==> src/design/pio_map.vh <==
// Constants for the shared parallel I/O port: offsets, masks, resets.
// Assumes a 16-bit register port with 8-bit addresses.
`ifndef PIO_MAP_VH
`define PIO_MAP_VH

// Register offsets
`define OFS_FIRST_DIR      8'h00
`define OFS_FIRST_LAT      8'h02
`define OFS_FIRST_LVL      8'h04
`define OFS_SHRD_DIR       8'h06
`define OFS_SHRD_LAT       8'h08
`define OFS_SHRD_LVL       8'h0A
`define OFS_ANA_CFG        8'h0C

// Width of each port
`define PORT_W             16

// First port field positions
`define FIRST_GP_LSB       0
`define FIRST_GP_MSB       7
`define FIRST_INT_LSB      8
`define FIRST_INT_MSB      11
`define FIRST_VREF_LSB     12
`define FIRST_VREF_MSB     13

// Implemented bits; absent bits read as zero
`define FIRST_IMPL_MASK    16'h3FFF
`define SHRD_IMPL_MASK     16'hFFFF

// Reset values
`define DIR_RST_INPUT      16'hFFFF
`define LAT_RST            16'h0000
`define ANA_RST            16'h0000
`define RDATA_RST          16'h0000
`define PAD_OE_RST         16'h0000
`define PERIPH_IN_RST      16'h0000
`define INT_LVL_RST        4'h0

// The first port carries no analog inputs
`define FIRST_ANA_MASK     16'h0000

`endif

==> src/design/shared_parallel_io_port.v <==
// Shared parallel I/O port: a dedicated first port and a shared port
// with peripheral override and analog pin configuration.
// Assumes pad cells resolve pad_out/pad_oe, and that peripheral
// control inputs come from logic on ref_clk.
// Reads answer in the cycle after the strobe; writes never stall the bus.
//
// Operation
// - Every shared port pin shared with peripheral functions
// - Driving peripheral disables port driver, readable
// - Enabled idle peripheral lets latch drive pin
// - Direction bit one means input
// - Reset makes every pin an input
// - Latch read returns latch, write updates
// - Level read returns pins, write hits latch
// - Unimplemented bits read zero everywhere
// - Input-only shared pin treated as dedicated
// - First direction register covers interrupt, reference
// - Peripheral-first mux for pad data, enable
// - Analog-configured pins read zero at level
// - Digital inputs not routed to converter
//
// Implementation choices: the strobed register port and the register addresses.
`timescale 1ns/1ps
`include "pio_map.vh"
`default_nettype none

module shared_parallel_io_port (
  // Clock and reset
  input  wire        ref_clk,
  input  wire        rst,
  // Register port
  input  wire [7:0]  addr,
  input  wire [15:0] wdata,
  input  wire        wr_stb,
  input  wire        rd_stb,
  output reg  [15:0] rdata,
  // First port pads (dedicated)
  input  wire [15:0] first_pad_in,
  output reg  [15:0] first_pad_out,
  output reg  [15:0] first_pad_oe,
  // External interrupt pin levels
  output reg  [3:0]  ext_int_level,
  // Shared port pads
  input  wire [15:0] shrd_pad_in,
  output reg  [15:0] shrd_pad_out,
  output reg  [15:0] shrd_pad_oe,
  // Peripheral side of the shared port
  input  wire [15:0] periph_en,
  input  wire [15:0] periph_drive,
  input  wire [15:0] periph_out,
  output reg  [15:0] periph_in,
  // Analog converter routing
  output reg  [15:0] analog_route
);

  // Level read: synchronised pins, absent and analog bits as zero
  function [15:0] level_val;
    input [15:0] pins;
    input [15:0] mask;
    input [15:0] ana;
    begin
      level_val = pins & mask & ~ana;
    end
  endfunction

  // Pad enable for a port bit: driven only while direction is output
  function [15:0] port_oe;
    input [15:0] dir;
    input [15:0] mask;
    begin
      port_oe = ~dir & mask;
    end
  endfunction

  // Write data with absent bits forced to zero
  function [15:0] masked_wr;
    input [15:0] data;
    input [15:0] mask;
    begin
      masked_wr = data & mask;
    end
  endfunction

  // Owned bits take the peripheral's value, the rest the port's
  function [15:0] own_mux;
    input [15:0] own;
    input [15:0] periph_val;
    input [15:0] port_val;
    begin
      own_mux = (own & periph_val) | (~own & port_val);
    end
  endfunction

  reg [15:0] first_dir_r;
  reg [15:0] first_dir_nxt;
  reg [15:0] first_lat_r;
  reg [15:0] first_lat_nxt;
  reg [15:0] shrd_dir_r;
  reg [15:0] shrd_dir_nxt;
  reg [15:0] shrd_lat_r;
  reg [15:0] shrd_lat_nxt;
  reg [15:0] ana_cfg_r;
  reg [15:0] ana_cfg_nxt;
  reg [15:0] rdata_nxt;

  // Two-stage synchronisers; stage one feeds only stage two
  reg [15:0] first_s1_r;
  reg [15:0] first_s2_r;
  reg [15:0] shrd_s1_r;
  reg [15:0] shrd_s2_r;

  reg [15:0] first_oe_nxt;
  reg [15:0] shrd_out_nxt;
  reg [15:0] shrd_oe_nxt;
  reg [15:0] shrd_own;

  // Write decode; a write to a level offset lands in that port's latch
  reg         wr_first_dir;
  reg         wr_first_lat;
  reg         wr_shrd_dir;
  reg         wr_shrd_lat;
  reg         wr_ana;

  always @* begin
    wr_first_dir = 1'h0;
    wr_first_lat = 1'h0;
    wr_shrd_dir  = 1'h0;
    wr_shrd_lat  = 1'h0;
    wr_ana       = 1'h0;
    if (wr_stb) begin
      case (addr)
        `OFS_FIRST_DIR: wr_first_dir = 1'h1;
        `OFS_FIRST_LAT: wr_first_lat = 1'h1;
        `OFS_FIRST_LVL: wr_first_lat = 1'h1;
        `OFS_SHRD_DIR:  wr_shrd_dir  = 1'h1;
        `OFS_SHRD_LAT:  wr_shrd_lat  = 1'h1;
        `OFS_SHRD_LVL:  wr_shrd_lat  = 1'h1;
        `OFS_ANA_CFG:   wr_ana       = 1'h1;
        default:        wr_ana       = 1'h0;
      endcase
    end
  end

  // Level views for reads: synchronised pins, absent and analog bits zero
  wire [15:0] first_lvl;
  wire [15:0] shrd_lvl;

  assign first_lvl = level_val(first_s2_r, `FIRST_IMPL_MASK, `FIRST_ANA_MASK);
  assign shrd_lvl  = level_val(shrd_s2_r, `SHRD_IMPL_MASK, ana_cfg_r);

  // No reset here: two edges of reset flush both stages anyway
  always @(posedge ref_clk) begin
    first_s1_r <= first_pad_in;
    first_s2_r <= first_s1_r;
  end

  always @(posedge ref_clk) begin
    shrd_s1_r <= shrd_pad_in;
    shrd_s2_r <= shrd_s1_r;
  end

  // Register writes; absent bits never store a one
  always @* begin
    first_dir_nxt = first_dir_r;
    first_lat_nxt = first_lat_r;
    shrd_dir_nxt  = shrd_dir_r;
    shrd_lat_nxt  = shrd_lat_r;
    ana_cfg_nxt   = ana_cfg_r;
    if (wr_first_dir) begin
      // One register sets general, interrupt and reference pins alike
      first_dir_nxt = masked_wr(wdata, `FIRST_IMPL_MASK);
    end
    if (wr_first_lat) begin
      first_lat_nxt = masked_wr(wdata, `FIRST_IMPL_MASK);
    end
    if (wr_shrd_dir) begin
      shrd_dir_nxt = masked_wr(wdata, `SHRD_IMPL_MASK);
    end
    if (wr_shrd_lat) begin
      shrd_lat_nxt = masked_wr(wdata, `SHRD_IMPL_MASK);
    end
    if (wr_ana) begin
      ana_cfg_nxt = masked_wr(wdata, `SHRD_IMPL_MASK);
    end
  end

  // Read data stands in the cycle after the strobe only
  always @* begin
    rdata_nxt = `RDATA_RST;
    if (rd_stb) begin
      case (addr)
        `OFS_FIRST_DIR: rdata_nxt = first_dir_r;
        `OFS_FIRST_LAT: rdata_nxt = first_lat_r;
        `OFS_FIRST_LVL: rdata_nxt = first_lvl;
        `OFS_SHRD_DIR:  rdata_nxt = shrd_dir_r;
        `OFS_SHRD_LAT:  rdata_nxt = shrd_lat_r;
        `OFS_SHRD_LVL:  rdata_nxt = shrd_lvl;
        `OFS_ANA_CFG:   rdata_nxt = ana_cfg_r;
        default:        rdata_nxt = `RDATA_RST;
      endcase
    end
  end

  // First port has no competing output source, so the latch always
  // owns its pads; interrupt pins are input-only functions.
  always @* begin
    first_oe_nxt = port_oe(first_dir_r, `FIRST_IMPL_MASK);
  end

  // Shared port: peripheral wins data and enable while it drives.
  always @* begin
    shrd_own     = periph_en & periph_drive & `SHRD_IMPL_MASK;
    shrd_out_nxt = own_mux(shrd_own, periph_out, shrd_lat_r);
    shrd_oe_nxt  = own_mux(shrd_own, `SHRD_IMPL_MASK,
                           port_oe(shrd_dir_r, `SHRD_IMPL_MASK));
  end

  // First port registers
  always @(posedge ref_clk) begin
    if (rst) begin
      first_dir_r <= `DIR_RST_INPUT & `FIRST_IMPL_MASK;
      first_lat_r <= `LAT_RST;
    end else begin
      first_dir_r <= first_dir_nxt;
      first_lat_r <= first_lat_nxt;
    end
  end

  // Shared port registers
  always @(posedge ref_clk) begin
    if (rst) begin
      shrd_dir_r <= `DIR_RST_INPUT & `SHRD_IMPL_MASK;
      shrd_lat_r <= `LAT_RST;
    end else begin
      shrd_dir_r <= shrd_dir_nxt;
      shrd_lat_r <= shrd_lat_nxt;
    end
  end

  // Analog pin configuration, one bit per shared pin
  always @(posedge ref_clk) begin
    if (rst) begin
      ana_cfg_r <= `ANA_RST;
    end else begin
      ana_cfg_r <= ana_cfg_nxt;
    end
  end

  // Read data, zero outside its one-cycle slot
  always @(posedge ref_clk) begin
    if (rst) begin
      rdata <= `RDATA_RST;
    end else begin
      rdata <= rdata_nxt;
    end
  end

  // First port pads trail the latch and direction by one cycle
  always @(posedge ref_clk) begin
    if (rst) begin
      first_pad_out <= `LAT_RST;
      first_pad_oe  <= `PAD_OE_RST;
    end else begin
      first_pad_out <= first_lat_r;
      first_pad_oe  <= first_oe_nxt;
    end
  end

  // Shared port pads, already resolved between peripheral and port
  always @(posedge ref_clk) begin
    if (rst) begin
      shrd_pad_out <= `LAT_RST;
      shrd_pad_oe  <= `PAD_OE_RST;
    end else begin
      shrd_pad_out <= shrd_out_nxt;
      shrd_pad_oe  <= shrd_oe_nxt;
    end
  end

  // Pin stays readable by the peripheral even while the port drives
  always @(posedge ref_clk) begin
    if (rst) begin
      periph_in     <= `PERIPH_IN_RST;
      ext_int_level <= `INT_LVL_RST;
    end else begin
      periph_in     <= shrd_s2_r & `SHRD_IMPL_MASK;
      ext_int_level <= first_s2_r[`FIRST_INT_MSB:`FIRST_INT_LSB];
    end
  end

  // Only analog-configured pins reach the converter; an output-
  // configured analog pin converts its own drive level.
  always @(posedge ref_clk) begin
    if (rst) begin
      analog_route <= `ANA_RST;
    end else begin
      analog_route <= ana_cfg_r;
    end
  end

endmodule // shared_parallel_io_port

`default_nettype wire

==> config.mk <==
export PLATFORM = sky130hd
export DESIGN_NAME = shared_parallel_io_port
export DESIGN_NICKNAME = d
export VERILOG_FILES = /design/src/design/shared_parallel_io_port.v
export VERILOG_INCLUDE_DIRS = /design/src /design/src/design
export SDC_FILE = /design/constraint.sdc
export NUM_CORES = 1
export LEC_CHECK = 0
export BUFFER_PORTS_ARGS = -buffer_cell sky130_fd_sc_hd__buf_2
export CAP_MARGIN = 20
export CORE_ASPECT_RATIO = 1.4
export CORE_MARGIN = 2
export CORE_UTILIZATION = 58
export CTS_BUF_LIST = sky130_fd_sc_hd__clkbuf_4 sky130_fd_sc_hd__clkbuf_8
export CTS_CLUSTER_SIZE = 10
export DETAILED_ROUTE_END_ITERATION = 8
export PLACE_DENSITY = 0.95
export REMOVE_ABC_BUFFERS = 1
export SYNTH_ARGS = -nofsm -noshare
export SYNTH_HDL_FRONTEND = slang
export SYNTH_SLANG_ARGS = --single-unit
==> constraint.sdc <==
create_clock -name ref_clk -period 4.33 [get_ports ref_clk]
set_input_delay 0.433 -clock ref_clk [delete_from_list [all_inputs] [get_ports ref_clk]]
set_output_delay 0.433 -clock ref_clk [all_outputs]
set_load 0.005 [all_outputs]
==> impl_metrics.json <==
{
  "grt.overflow.total": 0,
  "critPathRequiredTime_ns": 4.67,
  "antenna_found_initial": 1,
  "clkLatencyLatePin_ns": 0.50,
  "gp_congestion": 0.797,
  "vdd_ir_drop_max_uv": 491,
  "die_h_um": 143,
  "cts_setup_buffers": 0,
  "ys_ff_latch": 248,
  "path_class": "primary input to register",
  "routed.top_layer": "met5",
  "routedWlPerCell_um": 17.8,
  "finalMaxSlewViolations": 0,
  "ys_seq_area_frac": 0.618,
  "hold_slack_ns": 0.0308,
  "cp.arrival_ns": 2.64,
  "rsz0062_at_grt": "false",
  "max_cap_violations": 0,
  "ant_nets": 0,
  "ios": 224,
  "placed_cells": 1136,
  "fin_cells": 1199,
  "hold_path_class": "primary input to register",
  "layout_commonest_cell": "dfxtp_1",
  "rr_endpoint": "rdata[2]$_SDFF_PP0_",
  "clock_skew_ns": 0.00887,
  "tns_ns": 0,
  "hold_depth": 1,
  "wl_met2_mm": 11.3,
  "path_clk_slew_ns": 0.06,
  "period_share": 0.530,
  "cp_max_fo": 22,
  "diodes": 0,
  "track_usage": 0.281,
  "period_needed_ns": 2.30,
  "route.vias.total": 6441,
  "status": "completed",
  "fillers": 917,
  "cts_tree": "done",
  "final_core_util": 0.741,
  "worstRegToRegCells": 4,
  "grt_start_max_net_pins": 91,
  "dieArea_mm2": 0.0148,
  "fmax_mhz": 436,
  "post_drt_via_cell_ratio": 5.37,
  "drive_gt1_frac": 0.300,
  "cts_hold_buf": 0,
  "cp-end-kind": "register",
  "startpoint_type": "primary input",
  "max_slew_margin": 0.263,
  "r2r_setup_slack_ns": 3.13,
  "die_x_um": 103,
  "final-hold-violation-count": 0,
  "cts_buffers": 36,
  "cts.path.max_buffers": 3,
  "core_mm2": 0.0135,
  "finalInstanceArea_mm2": 0.00997,
  "syn2layout_area_growth_pct": 24.0,
  "final_cell_mix": "dfxtp_1, buf_2, nand2_1, a21oi_1, nor2_1",
  "routed_wl_mm": 21.3,
  "drt-met1-wl_mm": 7.97,
  "syn_inst": 778,
  "dr_wl_met3_mm": 1.25,
  "dp_hpwl_mm": 13.3,
  "timing.rr.start": "ana_cfg_r[2]$_SDFFE_PP0P_",
  "leakage_uw": 0.00470,
  "worst_slew_pin_slew_ns": 1.10,
  "place_area_mm2": 0.00918,
  "grt_pass1_wl_mm": 31.9,
  "cts_resized": 0,
  "portBuffers": 217,
  "drtIter0Drc": 314,
  "h-tree-depth": 2,
  "synth_cell_types": 34,
  "fin_nets": 1100,
  "yosysWarningCount": 0,
  "cts.sinks": 248,
  "setup_viol": 0,
  "power_density_mw_per_mm2": 454,
  "syn_area_per_cell_um2": 10.3,
  "core.rowCount": 50,
  "hold_path_startpoint": "first_pad_in[3]",
  "drt_pass1_iterations": 5,
  "synth_area_mm2": 0.00803,
  "initial_core_util": 0.597,
  "drc": 0,
  "clock-root-buffer": "clkbuf_8",
  "min_to": "first_s1_r[3]$_DFF_P_",
  "grt_pass1_vias": 6399
}
==> power breakdown <==
group          switching, uW  leakage (uW)  total, uW  internal [uW]
combinational            123       0.00226        219           95.8
sequential              16.4       0.00203       2350           2330
clock                    836      0.000412       1960           1120
==> synthesized netlist by cell type (all sizes together) <==
| cell | n | area, um^2 |
|---|---|---|
| nor2b | 61 | 382 |
| nand2 | 104 | 390 |
| o21a | 9 | 67.6 |
| buf | 17 | 96.3 |
| a221oi | 5 | 43.8 |
| nand3b | 21 | 158 |
| a21oi | 69 | 345 |
| o21ai | 7 | 35.0 |
| nor3 | 15 | 75.1 |
| conb | 1 | 3.75 |
| nand4b | 2 | 17.5 |
| and3 | 1 | 6.26 |
| a22oi | 9 | 67.6 |
| and3b | 2 | 17.5 |
| nand4 | 3 | 37.5 |
| dfxtp | 248 | 4960 |
| nor2 | 62 | 233 |
| xor2 | 1 | 8.76 |
| mux2i | 54 | 541 |
| mux2 | 14 | 158 |
| and4b | 2 | 20.0 |
| nor3b | 2 | 20.0 |
| nor4bb | 2 | 20.0 |
| nand3 | 18 | 90.1 |
| nor4 | 1 | 21.3 |
| o22ai | 9 | 56.3 |
| clkbuf | 32 | 123 |
| or3b | 1 | 8.76 |
| a32oi | 1 | 8.76 |
| inv | 5 | 18.8 |
==> registers in the layout (all words and copies together), names as in the netlist, 14 cells and up <==
| signal | cells |
|---|---|
| periph_in | 16 |
| first_s2_r | 14 |
| shrd_s2_r | 16 |
| shrd_s1_r | 16 |
| shrd_pad_out | 16 |
| analog_route | 16 |
| ana_cfg_r | 16 |
| first_pad_oe | 14 |
| shrd_pad_oe | 16 |
| first_pad_out | 14 |
| shrd_lat_r | 16 |
| rdata | 16 |
| shrd_dir_r | 16 |
| first_lat_r | 14 |
| first_dir_r | 14 |
| first_s1_r | 14 |
==> how the worst max path moves through the flow <==
| stage | start | end | slack [ns] | cells after the start |
|---|---|---|---|---|
| global placement | addr[2] | shrd_lat_r[15]$_SDFFE_PP0P_ | 1.72 | 5 |
| CTS | addr[2] | shrd_lat_r[3]$_SDFFE_PP0P_ | 2.09 | 5 |
| global route | addr[2] | shrd_lat_r[4]$_SDFFE_PP0P_ | 1.97 | 5 |
| floorplan | addr[5] | ana_cfg_r[0]$_SDFFE_PP0P_ | 2.48 | 4 |
| detailed placement | addr[2] | shrd_lat_r[3]$_SDFFE_PP0P_ | 1.58 | 5 |
| finish | addr[2] | shrd_lat_r[3]$_SDFFE_PP0P_ | 2.03 | 5 |
==> layout make-up <==
class / count / area (um^2) / area share
sequential: 248 / 4960 / 0.498
multi-input combinational: 479 / 2840 / 0.285
timing repair buffer: 222 / 1130 / 0.113
clock buffer: 56 / 721 / 0.0723
tap: 182 / 228 / 0.0228
clock inverter: 7 / 65.1 / 0.00653
inverter: 5 / 18.8 / 0.00188
==> critical path: stages <==
cell and delay [ns]:
buf_2 0.28, nor3b_2 0.62, nand3_1 0.87, nand2_1 0.32
a21oi_1 0.09
==> layer usage <==
layer | up-vias | global-route usage
li1 | 3033 | -
met1 | 3068 | 0.312
met2 | 270 | 0.504
met3 | 68 | 0.0582
met4 | 2 | 0.127
met5 | - | 0
==> per-stage QoR <==
stage               setup WS (ns)  total power, uW
floorplan                    2.48             2470
global placement             1.72             2600
detailed placement           1.58             2610
CTS                          2.09             4540
global route                 1.97             4670
finish                       2.03             4520
==> kinds of logic (layout without fill, tap and decap cells) <==
logic type                Yosys count  in the layout  share of synthesized area
buffers and inverters              54            290                     0.0296
other                               1              4                   0.000467
DFF                               248            248                      0.618
and+or+nand+nor                   297            297                      0.186
muxes                              68             68                     0.0869
xor gates and xnor gates            1              1                    0.00109
AOI/OAI and AO/OA                 109            109                     0.0777
Note: power is estimated with default switching activity, not from simulation.
